`src/hdl/dmcc_pkg.sv`:
```
// constants and types shared by the descriptor chaining channel
package dmcc_pkg;
   // ==========================================================
   // address map
   localparam logic [31:0] MAIN_BANK_BASE = 32'h7E00_7000;
   localparam logic [31:0] CHANNEL_STRIDE = 32'h0000_0100;
   localparam logic [31:0] REMOTE_CHANNEL_BASE = 32'h7EE0_5000;
   localparam logic [31:0] ENABLE_OFFSET = 32'h0000_0FF0;
   localparam logic [3:0] REMOTE_CHANNEL_ID = 4'hF;
   localparam int CHANNEL_SPAN_BITS = 8;
   localparam int ENABLE_SPAN_BITS = 2;
   // ==========================================================
   // register offsets inside one channel window
   localparam logic [7:0] CS_OFFSET = 8'h00;
   localparam logic [7:0] POINTER_OFFSET = 8'h04;
   localparam logic [7:0] WORD0_OFFSET = 8'h08;
   localparam logic [7:0] DEBUG_OFFSET_STD = 8'h20;
   localparam logic [7:0] DEBUG_OFFSET_WIDE = 8'h24;
   // ==========================================================
   // control-status fields and reset values
   localparam int CS_RUN_BIT = 0;
   localparam int CS_FETCH_BIT = 1;
   localparam int CS_BUSY_BIT = 2;
   localparam logic [15:0] ENABLE_RESET = 16'hFFFF;
   localparam logic [31:0] WORD_RESET = 32'h0000_0000;
   // ==========================================================
   // descriptor layout
   localparam int DESC_WORDS = 8;
   localparam int ALIGN_BITS = 5;
   localparam logic [31:0] MOVER_STEP_BYTES = 32'h0000_0004;
   localparam logic [3:0] FIRST_REDUCED = 4'h7;
   localparam logic [3:0] LAST_REDUCED = 4'hA;
   localparam logic [3:0] FIRST_WIDE = 4'hB;
   localparam logic [3:0] LAST_WIDE = 4'hE;
   localparam int REDUCED_HOLE = 4;
   // ==========================================================
   // types
   typedef enum logic [1:0] {FMT_STANDARD = 2'h0, FMT_REDUCED = 2'h1, FMT_WIDE = 2'h2} dmcc_format_e;
   typedef enum logic [1:0] {ST_IDLE = 2'h0, ST_FETCH = 2'h1, ST_XFER = 2'h3, ST_LINK = 2'h2} dmcc_state_e;
endpackage

```
`src/hdl/dmcc_window_match.sv`:
```
// address window comparator for one register window
`timescale 1ns/1ns
module dmcc_window_match #(
   parameter logic [31:0] BASE = 32'h0000_0000,
   parameter int SPAN_BITS = 8
) (
   // address in
   input wire logic [31:0] addr_in,
   // match out
   output logic hit_out,
   output logic [7:0] offset_out
);
   // compare the bits above the window span
   assign hit_out = (addr_in[31:SPAN_BITS] == BASE[31:SPAN_BITS]);
   assign offset_out = addr_in[7:0];
endmodule

```
`src/hdl/dmcc_channel.sv`:
```
// descriptor fetch and chaining engine for one channel
`timescale 1ns/1ns
module dmcc_channel #(
   parameter logic [3:0] CHANNEL_ID = 4'h0
) (
   // clock and reset
   input wire logic ref_clk_in,
   input wire logic reset_n_in,
   // software register port
   input wire logic [31:0] sw_addr_in,
   input wire logic sw_write_in,
   input wire logic sw_read_in,
   input wire logic [31:0] sw_wdata_in,
   input wire logic sw_vector_in,
   output logic [31:0] sw_rdata_out,
   output logic sw_rvalid_out,
   // descriptor fetch from memory
   output logic mem_req_out,
   output logic [31:0] mem_addr_out,
   input wire logic mem_ready_in,
   input wire logic mem_rvalid_in,
   input wire logic [31:0] mem_rdata_in,
   // data mover side
   input wire logic mover_step_in,
   output logic xfer_active_out,
   output logic [31:0] xfer_source_out,
   output logic [31:0] xfer_wide_destination_pointer_out
);
   // ==========================================================
   // channel format and word positions
   localparam dmcc_pkg::dmcc_format_e FORMAT =
      (CHANNEL_ID >= dmcc_pkg::FIRST_WIDE && CHANNEL_ID <= dmcc_pkg::LAST_WIDE) ? dmcc_pkg::FMT_WIDE :
      (CHANNEL_ID >= dmcc_pkg::FIRST_REDUCED && CHANNEL_ID <= dmcc_pkg::LAST_REDUCED) ? dmcc_pkg::FMT_REDUCED :
      dmcc_pkg::FMT_STANDARD;
   localparam bit IS_WIDE = (FORMAT == dmcc_pkg::FMT_WIDE);
   localparam int SRC_IDX = 1;
   localparam int DST_IDX = IS_WIDE ? 3 : 2;
   localparam int LEN_IDX = IS_WIDE ? 5 : 3;
   localparam int NEXT_IDX = IS_WIDE ? 6 : 5;
   localparam logic [7:0] DEBUG_OFFSET = IS_WIDE ? dmcc_pkg::DEBUG_OFFSET_WIDE : dmcc_pkg::DEBUG_OFFSET_STD;
   localparam logic [31:0] CHANNEL_BASE = (CHANNEL_ID == dmcc_pkg::REMOTE_CHANNEL_ID) ?
      dmcc_pkg::REMOTE_CHANNEL_BASE : dmcc_pkg::MAIN_BANK_BASE + 32'(CHANNEL_ID) * dmcc_pkg::CHANNEL_STRIDE;
   localparam logic [31:0] ENABLE_ADDR = dmcc_pkg::MAIN_BANK_BASE + dmcc_pkg::ENABLE_OFFSET;

   // true for descriptor words that carry meaning in this format
   function automatic bit word_kept(input int k);
      if (IS_WIDE)
      begin
         return k <= NEXT_IDX;
      end
      return (k <= NEXT_IDX) && !((FORMAT == dmcc_pkg::FMT_REDUCED) && (k == dmcc_pkg::REDUCED_HOLE));
   endfunction

   // ==========================================================
   // state
   dmcc_pkg::dmcc_state_e state, next_state;
   logic run, next_run;
   logic [31:0] ptr, next_ptr;
   logic [31:0] debug_word, next_debug_word;
   logic [15:0] enable, next_enable;
   logic [2:0] word_idx, next_word_idx;
   logic pending, next_pending;
   logic [31:0] desc [0:dmcc_pkg::DESC_WORDS-1];
   logic [31:0] next_desc [0:dmcc_pkg::DESC_WORDS-1];
   logic [31:0] next_rdata;
   logic next_rvalid;

   // ==========================================================
   // address decode
   logic chan_hit, en_hit, access_ok, chan_en;
   logic [7:0] chan_off;
   logic cs_write, ptr_write;

   // channel register window
   dmcc_window_match #(.BASE(CHANNEL_BASE), .SPAN_BITS(dmcc_pkg::CHANNEL_SPAN_BITS)) chan_window (
      .addr_in(sw_addr_in),
      .hit_out(chan_hit),
      .offset_out(chan_off)
   );

   // controller-level enable register window
   dmcc_window_match #(.BASE(ENABLE_ADDR), .SPAN_BITS(dmcc_pkg::ENABLE_SPAN_BITS)) enable_window (
      .addr_in(sw_addr_in),
      .hit_out(en_hit),
      .offset_out()
   );

   // remote channel answers the vector processor only
   assign access_ok = chan_hit && ((CHANNEL_ID != dmcc_pkg::REMOTE_CHANNEL_ID) || sw_vector_in);
   assign chan_en = enable[CHANNEL_ID];
   assign cs_write = sw_write_in && access_ok && (chan_off == dmcc_pkg::CS_OFFSET);
   assign ptr_write = sw_write_in && access_ok && (chan_off == dmcc_pkg::POINTER_OFFSET);

   // ==========================================================
   // outputs toward memory and mover
   // low five bits dropped: descriptors are 256-bit aligned
   assign mem_req_out = (state == dmcc_pkg::ST_FETCH) && run && chan_en && !pending;
   assign mem_addr_out = {ptr[31:dmcc_pkg::ALIGN_BITS], word_idx, 2'h0};
   assign xfer_active_out = (state == dmcc_pkg::ST_XFER) && run && chan_en;
   assign xfer_source_out = desc[SRC_IDX];
   assign xfer_wide_destination_pointer_out = desc[DST_IDX];

   // ==========================================================
   // next-state logic for engine, registers and read port
   always_comb
   begin
      next_state = state;
      next_run = run;
      next_ptr = ptr;
      next_debug_word = debug_word;
      next_enable = enable;
      next_word_idx = word_idx;
      next_pending = pending;
      next_desc = desc;
      next_rdata = sw_rdata_out;
      next_rvalid = 1'b0;
      case (state)
         dmcc_pkg::ST_IDLE:
         begin
            if (run && chan_en)
            begin
               next_state = dmcc_pkg::ST_FETCH;
               next_word_idx = 3'h0;
            end
         end
         dmcc_pkg::ST_FETCH:
         begin
            if (mem_req_out && mem_ready_in)
            begin
               next_pending = 1'b1;
            end
            if (pending && mem_rvalid_in)
            begin
               next_pending = 1'b0;
               // reserved words are dropped, never stored
               for (int k = 0; k < dmcc_pkg::DESC_WORDS; k++)
               begin
                  if (word_kept(k) && (32'(k) == 32'(word_idx)))
                  begin
                     next_desc[k] = mem_rdata_in;
                  end
               end
               next_word_idx = word_idx + 3'h1;
               if (word_idx == 3'(dmcc_pkg::DESC_WORDS - 1))
               begin
                  next_state = dmcc_pkg::ST_XFER;
               end
            end
         end
         dmcc_pkg::ST_XFER:
         begin
            if (desc[LEN_IDX] == 32'h0000_0000)
            begin
               next_state = dmcc_pkg::ST_LINK;
            end
            else if (xfer_active_out && mover_step_in)
            begin
               // live progress of the running transfer
               next_desc[SRC_IDX] = desc[SRC_IDX] + dmcc_pkg::MOVER_STEP_BYTES;
               next_desc[DST_IDX] = desc[DST_IDX] + dmcc_pkg::MOVER_STEP_BYTES;
               next_desc[LEN_IDX] = (desc[LEN_IDX] > dmcc_pkg::MOVER_STEP_BYTES) ?
                  desc[LEN_IDX] - dmcc_pkg::MOVER_STEP_BYTES : 32'h0000_0000;
            end
         end
         dmcc_pkg::ST_LINK:
         begin
            next_ptr = desc[NEXT_IDX];
            next_word_idx = 3'h0;
            if (desc[NEXT_IDX] == 32'h0000_0000)
            begin
               next_run = 1'b0;
               next_state = dmcc_pkg::ST_IDLE;
            end
            else
            begin
               next_state = dmcc_pkg::ST_FETCH; // run stays set
            end
         end
         default:
         begin
            next_state = dmcc_pkg::ST_IDLE;
         end
      endcase
      // software writes come last so a run set wins over a hardware clear
      if (sw_write_in && en_hit)
      begin
         next_enable = sw_wdata_in[15:0];
      end
      if (sw_write_in && access_ok)
      begin
         if (chan_off == dmcc_pkg::CS_OFFSET)
         begin
            next_run = sw_wdata_in[dmcc_pkg::CS_RUN_BIT];
         end
         else if (chan_off == dmcc_pkg::POINTER_OFFSET)
         begin
            next_ptr = sw_wdata_in;
         end
         else if (chan_off == DEBUG_OFFSET)
         begin
            next_debug_word = sw_wdata_in;
         end
         else if (chan_off == dmcc_pkg::WORD0_OFFSET + 8'(4 * NEXT_IDX))
         begin
            next_desc[NEXT_IDX] = sw_wdata_in; // chain edit
         end
      end
      // registered read answer
      if (sw_read_in)
      begin
         next_rvalid = 1'b1;
         next_rdata = 32'h0000_0000;
         if (en_hit)
         begin
            next_rdata = {16'h0000, enable};
         end
         else if (access_ok)
         begin
            if (chan_off == dmcc_pkg::CS_OFFSET)
            begin
               next_rdata[dmcc_pkg::CS_RUN_BIT] = run;
               next_rdata[dmcc_pkg::CS_FETCH_BIT] = (state == dmcc_pkg::ST_FETCH);
               next_rdata[dmcc_pkg::CS_BUSY_BIT] = (state != dmcc_pkg::ST_IDLE);
            end
            else if (chan_off == dmcc_pkg::POINTER_OFFSET)
            begin
               next_rdata = ptr;
            end
            else if (chan_off == DEBUG_OFFSET)
            begin
               next_rdata = debug_word;
            end
            else if (chan_off >= dmcc_pkg::WORD0_OFFSET && chan_off <= dmcc_pkg::WORD0_OFFSET + 8'(4 * NEXT_IDX))
            begin
               next_rdata = desc[3'(chan_off[4:2] - 3'h2)];
            end
         end
      end
   end

   // registers
   always_ff @(posedge ref_clk_in or negedge reset_n_in)
   begin
      if (!reset_n_in)
      begin
         state <= dmcc_pkg::ST_IDLE;
         run <= 1'b0;
         ptr <= dmcc_pkg::WORD_RESET;
         debug_word <= dmcc_pkg::WORD_RESET;
         enable <= dmcc_pkg::ENABLE_RESET;
         word_idx <= 3'h0;
         pending <= 1'b0;
         sw_rdata_out <= dmcc_pkg::WORD_RESET;
         sw_rvalid_out <= 1'b0;
         for (int k = 0; k < dmcc_pkg::DESC_WORDS; k++)
         begin
            desc[k] <= dmcc_pkg::WORD_RESET;
         end
      end
      else
      begin
         state <= next_state;
         run <= next_run;
         ptr <= next_ptr;
         debug_word <= next_debug_word;
         enable <= next_enable;
         word_idx <= next_word_idx;
         pending <= next_pending;
         sw_rdata_out <= next_rdata;
         sw_rvalid_out <= next_rvalid;
         desc <= next_desc;
      end
   end
endmodule

```
`config.mk`:
```
export PLATFORM = sky130hd
export DESIGN_NAME = dmcc_channel
export DESIGN_NICKNAME = d
export VERILOG_FILES = /design/src/hdl/dmcc_pkg.sv /design/src/hdl/dmcc_window_match.sv /design/src/hdl/dmcc_channel.sv
export SDC_FILE = /design/constraint.sdc
export NUM_CORES = 1
export LEC_CHECK = 0
export BUFFER_PORTS_ARGS = -buffer_cell sky130_fd_sc_hd__buf_2
export CAP_MARGIN = 40
export CORE_MARGIN = 5
export CORE_UTILIZATION = 40
export DETAILED_ROUTE_END_ITERATION = 8
export SYNTH_ARGS = -nofsm -noshare
export SYNTH_HDL_FRONTEND = slang
export SYNTH_SLANG_ARGS = --single-unit
```
`constraint.sdc`:
```
create_clock -name ref_clk_in -period 3.2 [get_ports ref_clk_in]
set_input_delay 0.32 -clock ref_clk_in [delete_from_list [all_inputs] [get_ports ref_clk_in]]
set_output_delay 0.32 -clock ref_clk_in [all_outputs]
set_load 0.03 [all_outputs]
```
==> metrics.yaml <==
synth:
  yosysUniqueCellTypes: 62
  async_flop_share_pct: 100
  yosysMostFrequentCell: "dfrtp_1"
  synth-seq-area-share_pct: 45.0
  synthesis.area_sq_um: 17400
  synth_top_area_share_pct: 42.6
  postSynthCellCount: 1721
  synth_commonest_cells: "dfrtp_1, nand2_1, o21ai_0, mux2_2, mux2i_1"
  synth_seq_cells: 312
  synth_warnings: 0
  synth_ff_type: "dfrtp_1"
  ys_top_cells_by_area: "dfrtp_1, mux2_2, mux2i_1, o21ai_0, buf_4"
  synth.avg_cell_area_sq_um: 10.1
  synth.largest_area_cell: "dfrtp_1"
  synth_edf_count: 0
critical_path:
  r2r_slack_ns: 0.25
  cp_max_fo: 13
  crit_type: "flip-flop to flip-flop"
  crit_path_top_delay_cell: "or4_1"
  arrival_ns: 3.36
  cp_num_cells: 7
  crit_chain: "or4_1 > or4_4 > nor4_4 > o21ai_2 > buf_6 > o21a_1 > o22a_1"
  cpLargestDelayFamily: "simple AND/OR/NAND/NOR gates"
  reg2regPathDepth: 7
  path_buf_inv: 1
  end_kind: "flip-flop"
  worstSetupStartpointType: "flip-flop"
  slowest_delay_ns: 0.61
  crit_required_ns: 3.62
clock_tree:
  cts_setup_buffers: 0
  clock_latency_ns: 0.53
  clkTransAtPathRegs_ns: 0.06
  h-tree-depth: 2
  cts_resized: 0
  cts_made_buffers: 35
  clockBufferDepth: 3
  numClockSinks: 312
  cts_root_buf: "clkbuf_16"
  cts_tree: "done"
sta:
  finalSetupViolations: 0
  worst_hold_slack_ns: 0.0315
  setup_tns_ns: 0
  hold_viol: 0
  fmax_mhz: 339
  slew_headroom_pct: 48.0
  min_period_over_period_pct: 92.1
  worst_pin_slew_ns: 0.780
  setup_ws_ns: 0.253
  grt_setup_unrepaired: "no"
  drv_slew: 0
  fin_crit_ns: 2.95
  fin_skew_ns: 0.0127
power_and_ir_drop:
  internal_power_w: 0.00636
  switching_share_pct: 23.1
  max-vdd-ir-drop_mv: 0.284
  power_leakage_nw: 8.96
  power.switching_w: 0.00191
  power_frac_comb_pct: 4.7
  p_clk_share_pct: 47.6
  cellPowerDensity_nw_per_um2: 415
  seqPwrFrac_pct: 47.7
floorplan:
  row_count: 76
  core_sq_um: 43100
  die_w_microns: 219
  die_h_microns: 219
  io_pins: 235
  dieArea_sq_um: 47800
  start_util_pct: 40.4
min_path:
  hold_depth: 3
  hp-class: "input port to flip-flop"
detailed_routing:
  viasPerCell: 5.92
  drtIter0Drc: 1404
  dr.pass1.iters: 8
  wire_per_inst_microns: 23.9
  routed_wl_mm: 58.7
  drc: 0
  antenna_left: 0
  via_count: 14500
finish:
  fill_cells: 4051
  nets: 1958
  area_growth_pct: 14.5
  final_cells: 2452
  stdcell_area_sq_um: 19900
  drive_gt1_share_pct: 27.5
  final-seq-area_sq_um: 7830
  multi_input_area_sq_um: 8310
placed_design:
  gp_congestion: 0.900
  placed_cell_area_sq_um: 18800
  numPortBuffers: 231
  placed_cells: 2389
  dpl.hpwl_mm: 43.5
  dp_slack_ns: 0.180
global_routing:
  grt_pass1_vias: 14200
  grt_max_degree: 84
  grt_pass1_wl_mm: 88.6
  grtUsageTotal_pct: 23.8
  grt.overflow.total: 0
  antenna_found_initial: 4
flow_run:
  maxCapViolCount: 0
run_status:
  status: "complete, no violations"
## kinds of logic after synthesis
family / count (synthesis) / share of synthesized area (%)
buf+inv: 243 / 7.51
compound gates: 477 / 18.1
flops: 312 / 45.0
fa+ha+maj: 11 / 0.791
simple gates: 428 / 11.7
mux: 249 / 16.9
other cells: 1 / 0.0215
## power groups by stage
stage	Sequential (W)	Combinational (W)	Clock, W
finish	0.00395	0.000386	0.00394
global route	0.00394	0.000420	0.00415
CTS	0.00395	0.000392	0.00400
detailed placement	0.00402	0.000389	0
global placement	0.00402	0.000381	0
floorplan	0.00402	0.000111	0
## worst paths after layout
| path | startpoint | endpoint |
|---|---|---|
| min in group asynchronous | reset_n_in | xfer_source_out[0] |
| max in group asynchronous | reset_n_in | enable[0] |
| setup reg to reg | desc[138] | xfer_source_out[10] |
| hold reg to reg | sw_rdata_out[31] | sw_rdata_out[31] |
| setup / recovery | desc[138] | xfer_source_out[10] |
| hold / removal | mem_ready_in | pending |
## metal layers
metal	GRT usage, %	vias to the layer above	wire length, microns
met5	0	-	48
met4	6.07	8	1510
met3	5.60	97	4520
met2	39.6	576	28400
met1	31.5	7270	24200
li1	-	6572	-
## worst min-delay path: cells and delay by family
family          cells  cell delay (ns)
simple gates        1             0.07
compound gates      1             0.05
buf+inv             1             0.08
## per-stage QoR
stage | util, % | power, W
floorplan | - | 0.00413
CTS | 46.2 | 0.00834
global route | 46.2 | 0.00851
detailed placement | 43.6 | 0.00441
global placement | 43.5 | 0.00440
finish | 46.2 | 0.00827
## state kept, by name (all words and copies together), names as in the netlist
signal / count
run: 1
pending: 1
word_idx: 3
xfer_wide_destination_pointer_out: 32
ptr: 32
sw_rvalid_out: 1
xfer_source_out: 32
state: 2
enable: 16
desc: 128
debug_word: 32
sw_rdata_out: 32
## final cells by class
class,instances,share of cell area [%]
multi-input cells,1167,41.7
diodes,1,0.0126
clock inverters,5,0.126
flip-flops and latches,312,39.3
clock buffers,55,5.39
inverters,31,0.584
repair buffers,296,9.19
well taps,585,3.67
## cells in the final DEF (no fill, tap or decap), types with 37 or more instances in the layout
| master | count |
|---|---|
| nand2_1 | 183 |
| nor2_1 | 71 |
| mux2i_1 | 112 |
| o21ai_0 | 178 |
| buf_2 | 229 |
| clkbuf_16 | 37 |
| a21oi_1 | 68 |
| buf_4 | 50 |
| dfrtp_1 | 296 |
| mux2_2 | 113 |
## timing repair
item | in CTS | in global routing
hold endpoints to repair | 58 | 0
hold buffers | 2 | 0
setup endpoints to repair | 0 | 1
No activity file was read; power rests on OpenSTA's default activity.
